**config.mk**
```make
export PLATFORM = sky130hd
export DESIGN_NAME = cpu_interrupt_context_switch
export DESIGN_NICKNAME = d
export VERILOG_FILES = /design/src/hdl/cpu_interrupt_context_switch.v /design/src/hdl/pulse_delay.v
export VERILOG_INCLUDE_DIRS = /design/src /design/src/hdl
export SDC_FILE = /design/constraint.sdc
export NUM_CORES = 1
export LEC_CHECK = 0
export BUFFER_PORTS_ARGS = -buffer_cell sky130_fd_sc_hd__buf_2
export CORE_MARGIN = 2
export CORE_UTILIZATION = 50
export CTS_BUF_LIST = sky130_fd_sc_hd__clkbuf_4
export DETAILED_ROUTE_END_ITERATION = 7
export GPL_TIMING_DRIVEN = 0
export PLACE_DENSITY = 0.79
export SKIP_CTS_REPAIR_TIMING = 1
export SYNTH_ARGS = -nofsm -noshare
export SYNTH_HDL_FRONTEND = slang
export SYNTH_SLANG_ARGS = --single-unit
export TNS_END_PERCENT = 50
```
**constraint.sdc**
```tcl
create_clock -name clock_i -period 3.1 [get_ports clock_i]
set_clock_uncertainty 0.1 [all_clocks]
set_input_delay 0.775 -clock clock_i [delete_from_list [all_inputs] [get_ports clock_i]]
set_output_delay 0.775 -clock clock_i [all_outputs]
set_load 0.02 [all_outputs]
```
**src/hdl/ctx_switch_defines.vh**
```
// Purpose : shared constants of the interrupt and restart sequencer
// Assumes : 16-bit words, byte addresses, workspace registers two bytes apart
// Notes   : included by bare name; definitions only
`ifndef CTX_SWITCH_DEFINES_VH
`define CTX_SWITCH_DEFINES_VH

// ==========================================================================
// vectors
`define VEC_RESET        16'h0000
`define VEC_LOAD         16'hFFFC
`define VEC_PC_OFFSET    16'h0002
`define VEC_LEVEL_SHIFT  2

// ==========================================================================
// save slots in the new workspace, byte offsets from the pointer
`define SLOT_OLD_WP      16'h001A
`define SLOT_OLD_PC      16'h001C
`define SLOT_OLD_ST      16'h001E

// ==========================================================================
// status word layout and reset value
`define MASK_MSB         3
`define MASK_LSB         0
`define STATUS_RESET     16'h0000

// ==========================================================================
// sequence steps; reset enters at the first, the others at the second
`define STEP_FIRST       4'h1
`define STEP_ENTRY       4'h2
`define STEP_RD_WP       4'h3
`define STEP_WR_ST       4'h5
`define STEP_WR_PC       4'h7
`define STEP_WR_WP       4'h9
`define STEP_RD_PC       4'hB
`define STEP_LAST        4'hC

// ==========================================================================
// timing, in clock cycles
`define SAMPLE_TO_VECTOR_CYCLES  5
`define CMP_TO_VECTOR_CYCLES     4
`define RESET_HOLD_MIN_CYCLES    3

`endif

```
**src/hdl/cpu_interrupt_context_switch.v**
```verilog
// Purpose : reset, restart-load and maskable-interrupt context switch
// Assumes : core stalls while busy_o is high; memory answers reads in
//           the same cycle the read strobe is shown
// Notes   : owns the workspace pointer, counter load and status word
`timescale 1ns/1ps
`default_nettype none
`include "ctx_switch_defines.vh"

module cpu_interrupt_context_switch #(
  parameter ADDR_W = 16,
  parameter DATA_W = 16
) (
  input  wire              clock_i,
  input  wire              reset_n_i,
  input  wire              load_n_i,
  input  wire              irq_pending_n_i,
  input  wire [3:0]        irq_level_code_i,
  input  wire              instr_end_i,
  input  wire              branch_load_workspace_i,
  input  wire              extended_operation_i,
  input  wire              idle_i,
  input  wire              load_irq_mask_instr_i,
  input  wire [3:0]        mask_value_i,
  input  wire              return_workspace_i,
  input  wire [DATA_W-1:0] ret_wp_i,
  input  wire [DATA_W-1:0] ret_pc_i,
  input  wire [DATA_W-1:0] ret_status_i,
  input  wire              status_wr_i,
  input  wire [DATA_W-1:0] status_wdata_i,
  input  wire [DATA_W-1:0] core_pc_i,
  input  wire [DATA_W-1:0] mem_rdata_i,
  output wire [ADDR_W-1:0] mem_addr_o,
  output wire [DATA_W-1:0] mem_wdata_o,
  output wire              mem_rd_o,
  output wire              mem_wr_o,
  output wire [DATA_W-1:0] wp_o,
  output wire [DATA_W-1:0] pc_o,
  output wire              pc_load_o,
  output wire [DATA_W-1:0] status_word_o,
  output wire              instr_acquire_o,
  output wire              busy_o
);

  // ========================================================================
  // states and switch kinds
  localparam [4:0] S_RUN    = 5'h01;
  localparam [4:0] S_IDLE   = 5'h02;
  localparam [4:0] S_CMP    = 5'h04;
  localparam [4:0] S_WAIT   = 5'h08;
  localparam [4:0] S_SWITCH = 5'h10;

  localparam [2:0] K_RESET  = 3'h1;
  localparam [2:0] K_LOAD   = 3'h2;
  localparam [2:0] K_IRQ    = 3'h4;

  // ========================================================================
  // registers
  reg [4:0]        state_q;
  reg [2:0]        kind_q;
  reg [3:0]        step_q;
  reg              from_idle_q;
  reg              inhibit_q;
  reg              load_pend_q;
  reg              load_prev_q;
  reg [3:0]        level_q;
  reg [ADDR_W-1:0] vec_q;
  reg [DATA_W-1:0] new_wp_q;
  reg [DATA_W-1:0] new_pc_q;
  reg [DATA_W-1:0] temp_st_q;
  reg [DATA_W-1:0] wp_q;
  reg [DATA_W-1:0] pc_q;
  reg [DATA_W-1:0] status_q;
  reg              pc_load_q;
  reg              iaq_q;
  reg              busy_q;
  reg [ADDR_W-1:0] mem_addr_q;
  reg [DATA_W-1:0] mem_wdata_q;
  reg              mem_rd_q;
  reg              mem_wr_q;

  wire [3:0] mask_w;
  wire       cmp_ok;
  wire       vec_go;
  wire       load_edge;
  wire       irq_seen;

  assign mask_w    = status_q[`MASK_MSB:`MASK_LSB];
  // code not above mask is taken; code zero is never presented
  assign cmp_ok    = (state_q == S_CMP) && (irq_level_code_i <= mask_w);
  assign load_edge = load_prev_q && !load_n_i;
  assign irq_seen  = !irq_pending_n_i;

  // ========================================================================
  // compare-to-vector timing
  // the code lines are read again four cycles after the compare, so an
  // outside source that changes them in between gets the wrong vector
  pulse_delay #(
    .DEPTH (`CMP_TO_VECTOR_CYCLES)
  ) u_vec_delay (
    .clock_i   (clock_i),
    .reset_n_i (reset_n_i),
    .pulse_i   (cmp_ok),
    .pulse_o   (vec_go)
  );

  // ========================================================================
  // sequencer
  always @(posedge clock_i or negedge reset_n_i) begin
    if (!reset_n_i) begin
      // reset releases straight into its own switch
      state_q     <= S_SWITCH;
      kind_q      <= K_RESET;
      step_q      <= `STEP_FIRST;
      from_idle_q <= 1'b0;
      inhibit_q   <= 1'b0;
      load_pend_q <= 1'b0;
      level_q     <= 4'h0;
      vec_q       <= `VEC_RESET;
      wp_q        <= 16'h0000;
      pc_q        <= 16'h0000;
      status_q    <= `STATUS_RESET;
      pc_load_q   <= 1'b0;
      iaq_q       <= 1'b0;
      busy_q      <= 1'b1;
    end else begin
      pc_load_q   <= 1'b0;
      iaq_q       <= 1'b0;

      case (state_q)
        S_RUN: begin
          if (return_workspace_i) begin
            // whole status comes back, mask included
            wp_q      <= ret_wp_i;
            pc_q      <= ret_pc_i;
            status_q  <= ret_status_i;
            pc_load_q <= 1'b1;
          end else if (load_irq_mask_instr_i) begin
            status_q[`MASK_MSB:`MASK_LSB] <= mask_value_i;
          end else if (status_wr_i) begin
            status_q <= status_wdata_i;
          end
          if (instr_end_i) begin
            inhibit_q <= branch_load_workspace_i || extended_operation_i;
            if (load_pend_q || load_edge) begin
              // not gated by mask or inhibit
              load_pend_q <= 1'b0;
              state_q     <= S_SWITCH;
              kind_q      <= K_LOAD;
              step_q      <= `STEP_ENTRY;
              vec_q       <= `VEC_LOAD;
              busy_q      <= 1'b1;
            end else if (irq_seen && !inhibit_q) begin
              // sampled here, compared next cycle
              state_q     <= S_CMP;
              from_idle_q <= 1'b0;
              busy_q      <= 1'b1;
            end
          end else if (idle_i) begin
            state_q <= S_IDLE;
          end
        end

        S_IDLE: begin
          if (load_pend_q || load_edge) begin
            // restart-load wakes the processor
            load_pend_q <= 1'b0;
            state_q     <= S_SWITCH;
            kind_q      <= K_LOAD;
            step_q      <= `STEP_ENTRY;
            vec_q       <= `VEC_LOAD;
            busy_q      <= 1'b1;
          end else if (irq_seen) begin
            state_q     <= S_CMP;
            from_idle_q <= 1'b1;
            busy_q      <= 1'b1;
          end
        end

        S_CMP: begin
          if (cmp_ok) begin
            state_q <= S_WAIT;
          end else begin
            // request refused by the mask: back where we came
            state_q <= from_idle_q ? S_IDLE : S_RUN;
            busy_q  <= 1'b0;
          end
        end

        S_WAIT: begin
          if (vec_go) begin
            // vector is level times four, plain binary code
            level_q <= irq_level_code_i;
            vec_q   <= {{(ADDR_W-4-`VEC_LEVEL_SHIFT){1'b0}}, irq_level_code_i,
                        {`VEC_LEVEL_SHIFT{1'b0}}};
            state_q <= S_SWITCH;
            kind_q  <= K_IRQ;
            step_q  <= `STEP_ENTRY;
          end
        end

        S_SWITCH: begin
          step_q <= step_q + 4'h1;
          if (step_q == `STEP_FIRST && kind_q == K_RESET && !load_n_i) begin
            // load already low as reset lets go
            load_pend_q <= 1'b1;
          end
          case (step_q)
            `STEP_RD_WP: begin
              if (kind_q == K_RESET) begin
                status_q <= `STATUS_RESET;
              end else if (kind_q == K_IRQ) begin
                status_q[`MASK_MSB:`MASK_LSB] <= level_q - 4'h1;
              end
            end
            `STEP_LAST: begin
              wp_q      <= new_wp_q;
              pc_q      <= new_pc_q;
              pc_load_q <= 1'b1;
              iaq_q     <= 1'b1;
              // first instruction of the new routine runs untested
              inhibit_q <= 1'b1;
              if (load_pend_q) begin
                // any switch, reset included, chains into the pending load
                load_pend_q <= 1'b0;
                kind_q      <= K_LOAD;
                step_q      <= `STEP_ENTRY;
                vec_q       <= `VEC_LOAD;
              end else begin
                state_q <= S_RUN;
                busy_q  <= 1'b0;
              end
            end
            default: begin
            end
          endcase
        end

        default: begin
          state_q <= S_RUN;
          busy_q  <= 1'b0;
        end
      endcase

      // an edge of the restart-load input is never lost while busy
      if (load_edge && state_q != S_RUN && state_q != S_IDLE) begin
        load_pend_q <= 1'b1;
      end
    end
  end

  // ========================================================================
  // restart-load edge detect
  // starts high so a low level at reset release counts as an edge
  always @(posedge clock_i or negedge reset_n_i) begin
    if (!reset_n_i) begin
      load_prev_q <= 1'b1;
    end else begin
      load_prev_q <= load_n_i;
    end
  end

  // ========================================================================
  // vector words and status copy of a switch
  always @(posedge clock_i or negedge reset_n_i) begin
    if (!reset_n_i) begin
      new_wp_q  <= 16'h0000;
      new_pc_q  <= 16'h0000;
      temp_st_q <= `STATUS_RESET;
    end else if (state_q == S_SWITCH) begin
      case (step_q)
        `STEP_RD_WP: begin
          // status copied before the sequencer clears or masks it
          new_wp_q  <= mem_rdata_i;
          temp_st_q <= status_q;
        end
        `STEP_RD_PC: begin
          new_pc_q <= mem_rdata_i;
        end
        default: begin
        end
      endcase
    end
  end

  // ========================================================================
  // memory bus
  // one strobe per memory step; the setup steps between them keep the
  // bus quiet, so a slow memory always sees a gap between requests
  always @(posedge clock_i or negedge reset_n_i) begin
    if (!reset_n_i) begin
      mem_addr_q  <= 16'h0000;
      mem_wdata_q <= 16'h0000;
      mem_rd_q    <= 1'b0;
      mem_wr_q    <= 1'b0;
    end else begin
      mem_rd_q <= 1'b0;
      mem_wr_q <= 1'b0;
      if (state_q == S_SWITCH) begin
        // bus cycle for the step about to begin
        case (step_q)
          4'h2: begin
            mem_rd_q   <= 1'b1;
            mem_addr_q <= vec_q;
          end
          4'h4: begin
            mem_wr_q    <= 1'b1;
            mem_addr_q  <= new_wp_q + `SLOT_OLD_ST;
            mem_wdata_q <= temp_st_q;
          end
          4'h6: begin
            mem_wr_q    <= 1'b1;
            mem_addr_q  <= new_wp_q + `SLOT_OLD_PC;
            mem_wdata_q <= core_pc_i;
          end
          4'h8: begin
            mem_wr_q    <= 1'b1;
            mem_addr_q  <= new_wp_q + `SLOT_OLD_WP;
            mem_wdata_q <= wp_q;
          end
          4'hA: begin
            mem_rd_q   <= 1'b1;
            mem_addr_q <= vec_q + `VEC_PC_OFFSET;
          end
          default: begin
          end
        endcase
      end
    end
  end

  // ========================================================================
  // outputs
  assign mem_addr_o      = mem_addr_q;
  assign mem_wdata_o     = mem_wdata_q;
  assign mem_rd_o        = mem_rd_q;
  assign mem_wr_o        = mem_wr_q;
  assign wp_o            = wp_q;
  assign pc_o            = pc_q;
  assign pc_load_o       = pc_load_q;
  assign status_word_o   = status_q;
  assign instr_acquire_o = iaq_q;
  assign busy_o          = busy_q;

endmodule

`default_nettype wire

```
**src/hdl/pulse_delay.v**
```verilog
// Purpose : delays a one-cycle pulse by a fixed number of clocks
// Assumes : single clock, asynchronous active-low reset
// Notes   : output taken straight from the last stage
`timescale 1ns/1ps
`default_nettype none

module pulse_delay #(
  parameter DEPTH = 4
) (
  input  wire clock_i,
  input  wire reset_n_i,
  input  wire pulse_i,
  output wire pulse_o
);

  reg  [DEPTH-1:0] stage_q;
  wire [DEPTH:0]   chain_w;

  // the input rides below the stages so one slice serves every depth
  assign chain_w = {stage_q, pulse_i};

  // ========================================================================
  // shift chain
  always @(posedge clock_i or negedge reset_n_i) begin
    if (!reset_n_i) begin
      stage_q <= {DEPTH{1'b0}};
    end else begin
      stage_q <= chain_w[DEPTH-1:0];
    end
  end

  assign pulse_o = stage_q[DEPTH-1];

endmodule

`default_nettype wire

```
==> impl_summary.txt <==
----------------------------------------------------
[Drt]
  Metal2 WL ... ~10 mm
  Final routed wire length divided by cell count ... approximately 18 µm
  Count of antenna-violating nets left after detailed routing ... 0
  First-pass iteration count of the detailed router ... 5
  Total Routed Length ... around 22 mm
  Vias per cell ... between 5 and 6
  Remaining design rule violation count ... 0
  Highest routing layer actually used ... met5
  Met3 routed wirelength ... approximately 1.6 mm
  Wire length on met1 ... around 9.6 mm
  Starting DRT DRC Count ... roughly 520
  Total number of vias ... between 6000 and 7000

[CTS]
  Clock transition at the register clock pins on the worst setup and hold paths after CTS ... ~0.15 ns
  Worst skew pair latency ... approximately 0.56 ns
  Clock Sink Count ... roughly 160
  Buffer levels on the longest clock path ... 2
  TritonCTS clock tree ... yes
  # H-tree levels ... 4
  Clk root buf ... clkbuf_4
  TritonCTS buffer count ... 17

[Timing]
  Fin Hold WS ... approximately 0.056 ns
  Number of hold-slack violations in the final timing report ... 0
  Final critical-path share of the clock period ... between 90% and 100%
  Slew at the pin with the worst max-slew slack ... roughly 0.9 ns
  Setup repair after global routing missed its margin ... false
  Max Clock Freq ... about 340 MHz
  Clock period minus worst slack ... a little under 3 ns
  Setup slack of the critical path after layout ... ~0.19 ns
  Final setup vio count ... 0
  Setup TNS after final layout ... 0 ns
  Number of pins exceeding their max-slew limit in the final report ... 0
  Max_slew headroom ... between 40% and 50%

[Die]
  Die area ... ~17000 µm²
  Initial core utilization ... 50.81%
  Std-Cell Core Area ... roughly 16000 µm²
  Cell Rows ... 46
  Die height ... around 130 µm
  I/O pin total ... 200
  Die boundary width ... roughly 130 µm

[Layout]
  Share of layout cells above drive strength 1 ... about a third
  Area growth from synthesis to layout ... 20.68%
  Post-route non-filler standard cell count ... ~1200
  Final #Nets ... 1092

[Synth]
  Gate count after technology mapping ... between 700 and 800
  Area fraction of the dominant cell type after synthesis ... between 40% and 50%
  Post-synth cell types ... 62
  Post-synthesis sequential area ratio ... 50.17%
  Syn nets ... ~870
  Post-synthesis average cell area ... about 11 µm²
  Syn. warnings ... 0
  Post-synthesis cell type with the largest combined area ... dfrtp_1
  Number of enable-type register cells in the synthesized netlist ... 0
  Number of synthesized register bits ... around 160
  Synth Cell Area ... ~8000 µm²
  Most used flip-flop cell after synthesis ... dfrtp_1
  Cells taking the most area after synthesis ... dfrtp_1, mux2_2, mux2i_1, nand2_1, xnor2_1
  Cell with the most instances after synthesis ... dfrtp_1
  Most used standard cells in the synthesized netlist ... dfrtp_1, nand2_1, mux2_2, mux2i_1, nor2_1
  Post-synthesis async set-or-reset flop share ... 100.0%

[Power and ir drop]
  P_leak ... 4.433 nW
  P per Cell Area ... a little over 900 nW/µm²
  IR drop worst, VDD ... around 0.00047 V

[Placed design]
  Global placement routability congestion ... between 0.9 and 1
  DP Worst Slack ... -0.7532 ns
  Post-detailed-placement half-perimeter wirelength ... between 15 and 20 mm
  Placed cell count ... about 1200
  Count of buffers from port buffering ... ~200

[Worst setup path]
  Arrival time reported for the critical path endpoint ... about 3.3 ns
  Critical path endpoint category ... flop
  Critical Path Source Type ... flop
  Crit Path Max Fanout ... 10
  Req. time, crit path ... ~3.5 ns
  Classification of the worst setup path ... reg2reg

[Run status]
  Run status ... complete, no violations

[Job]
  Max cap viols ... 0

[Global route]
  Aggregate global-route resource usage ... roughly a quarter
  Wire length of the first global-routing pass ... between 30 and 40 mm
  Gr ovfl total ... 0
  Maximum number of pins on one net before global-route repair ... 83
  Via count of the first global-routing pass ... ~6300
  Initial antenna violation count ... 4

[Worst hold path]
  Class of the tightest hold or removal check ... in2async

----------------------------------------------------
[cell usage in the layout (no fill, tap or decap), drive strengths merged, types with 10 or more instances in the layout]
master	instances
o21a	10
mux2i	51
o221ai	11
xnor2	20
nand2	79
a21oi	21
o21ai	56
ha	11
clkbuf	38
a22oi	21
dfrtp	156
buf	231
nor3	16
o2bb2ai	13
a31oi	18
nor2	45
inv	22
mux2	51
[per-layer routing]
layer  vias to the layer above  global-route usage (%)
li1                       3136                       -
met1                      3249                   34.82
met2                       260                   41.42
met3                        39                   7.940
met4                         4                   6.320
met5                         -                       0
[final timing paths]
kind                                                        from                                to  slack (ns)  cells past startpoint
worst max-delay path                       step_q[1]$_DFFE_PN0P_        mem_addr_o[10]$_DFFE_PN0P_        0.19                     13
worst min-delay path                                   reset_n_i        mem_addr_o[15]$_DFFE_PN0P_        0.06                      1
worst max register to register             step_q[1]$_DFFE_PN0P_        mem_addr_o[10]$_DFFE_PN0P_        0.19                     13
worst min register to register  u_vec_delay.stage_q[0]$_DFF_PN0_  u_vec_delay.stage_q[1]$_DFF_PN0_        0.27                      0
max in group asynchronous                              reset_n_i         temp_st_q[11]$_DFFE_PN0P_        2.00                      2
min in group clock_i                                    load_n_i             load_prev_q$_DFF_PN1_        0.23                      1
[registers in the layout, summed over array words and instances, names as in the netlist, 3 cells and up]
signal,count
new_pc_q,16
new_wp_q,16
wp_o,16
level_q,4
mem_addr_o,16
temp_st_q,16
mem_wdata_o,16
pc_o,16
state_q,5
step_q,4
u_vec_delay.stage_q,4
kind_q,3
vec_q,4
status_word_o,16
[critical path, cell delays in order, from the launching register on]
cell	delay, ns
dfrtp_1	0.45
inv_1	0.13
ha_4	0.19
nand2_1	0.09
nor2_4	0.13
clkbuf_4	0.21
inv_1	0.09
ha_1	0.33
a2111oi_4	0.34
buf_4	0.20
nor3b_1	0.07
xnor2_1	0.16
o221ai_1	0.14
o21a_1	0.14
[report_power, final]
part / internal, mW / total, mW / leakage (nW) / switching [mW]
Sequential: 2.85 / 3.44 / 1.90 / 0.591
Combinational: 1.61 / 4.13 / 2.38 / 2.52
Clock: 0.487 / 1.28 / 0.146 / 0.795
Total: 4.95 / 8.85 / 4.43 / 3.90
[stage by stage]
stage	util (%)	area, µm²	total power, mW
6_report	61.32	9706	8.854
2_1_floorplan	-	8043	6.164
3_3_place_gp	58.78	9304	7.443
5_1_grt	61.29	9701	9.438
4_1_cts	60.83	9628	8.820
3_5_place_dp	59.02	9341	7.554
[area by class of cell]
class                           count  area, µm²
Antenna cell                        3      7.507
Buffer                             50      287.8
Clock buffer                       17      127.6
Clock inverter                     15      158.9
Fill cell                        1336       6122
Inverter                           18      67.56
Multi-Input combinational cell    515       3700
Sequential cell                   161       4035
Tap cell                          216      270.3
Timing Repair Buffer              202       1051
[logic make-up after synthesis]
family | after synthesis | synth area share [%]
AND/OR/NAND/NOR | 196 | 12.15
AO/OA/AOI/OAI | 182 | 15.35
flip-flops | 161 | 50.17
multiplexers | 102 | 13.49
buffers and inverters | 68 | 4.372
XOR/XNOR | 23 | 2.505
adder cells (fa/ha/maj) | 12 | 1.960
(Power assumes the default switching activity.)
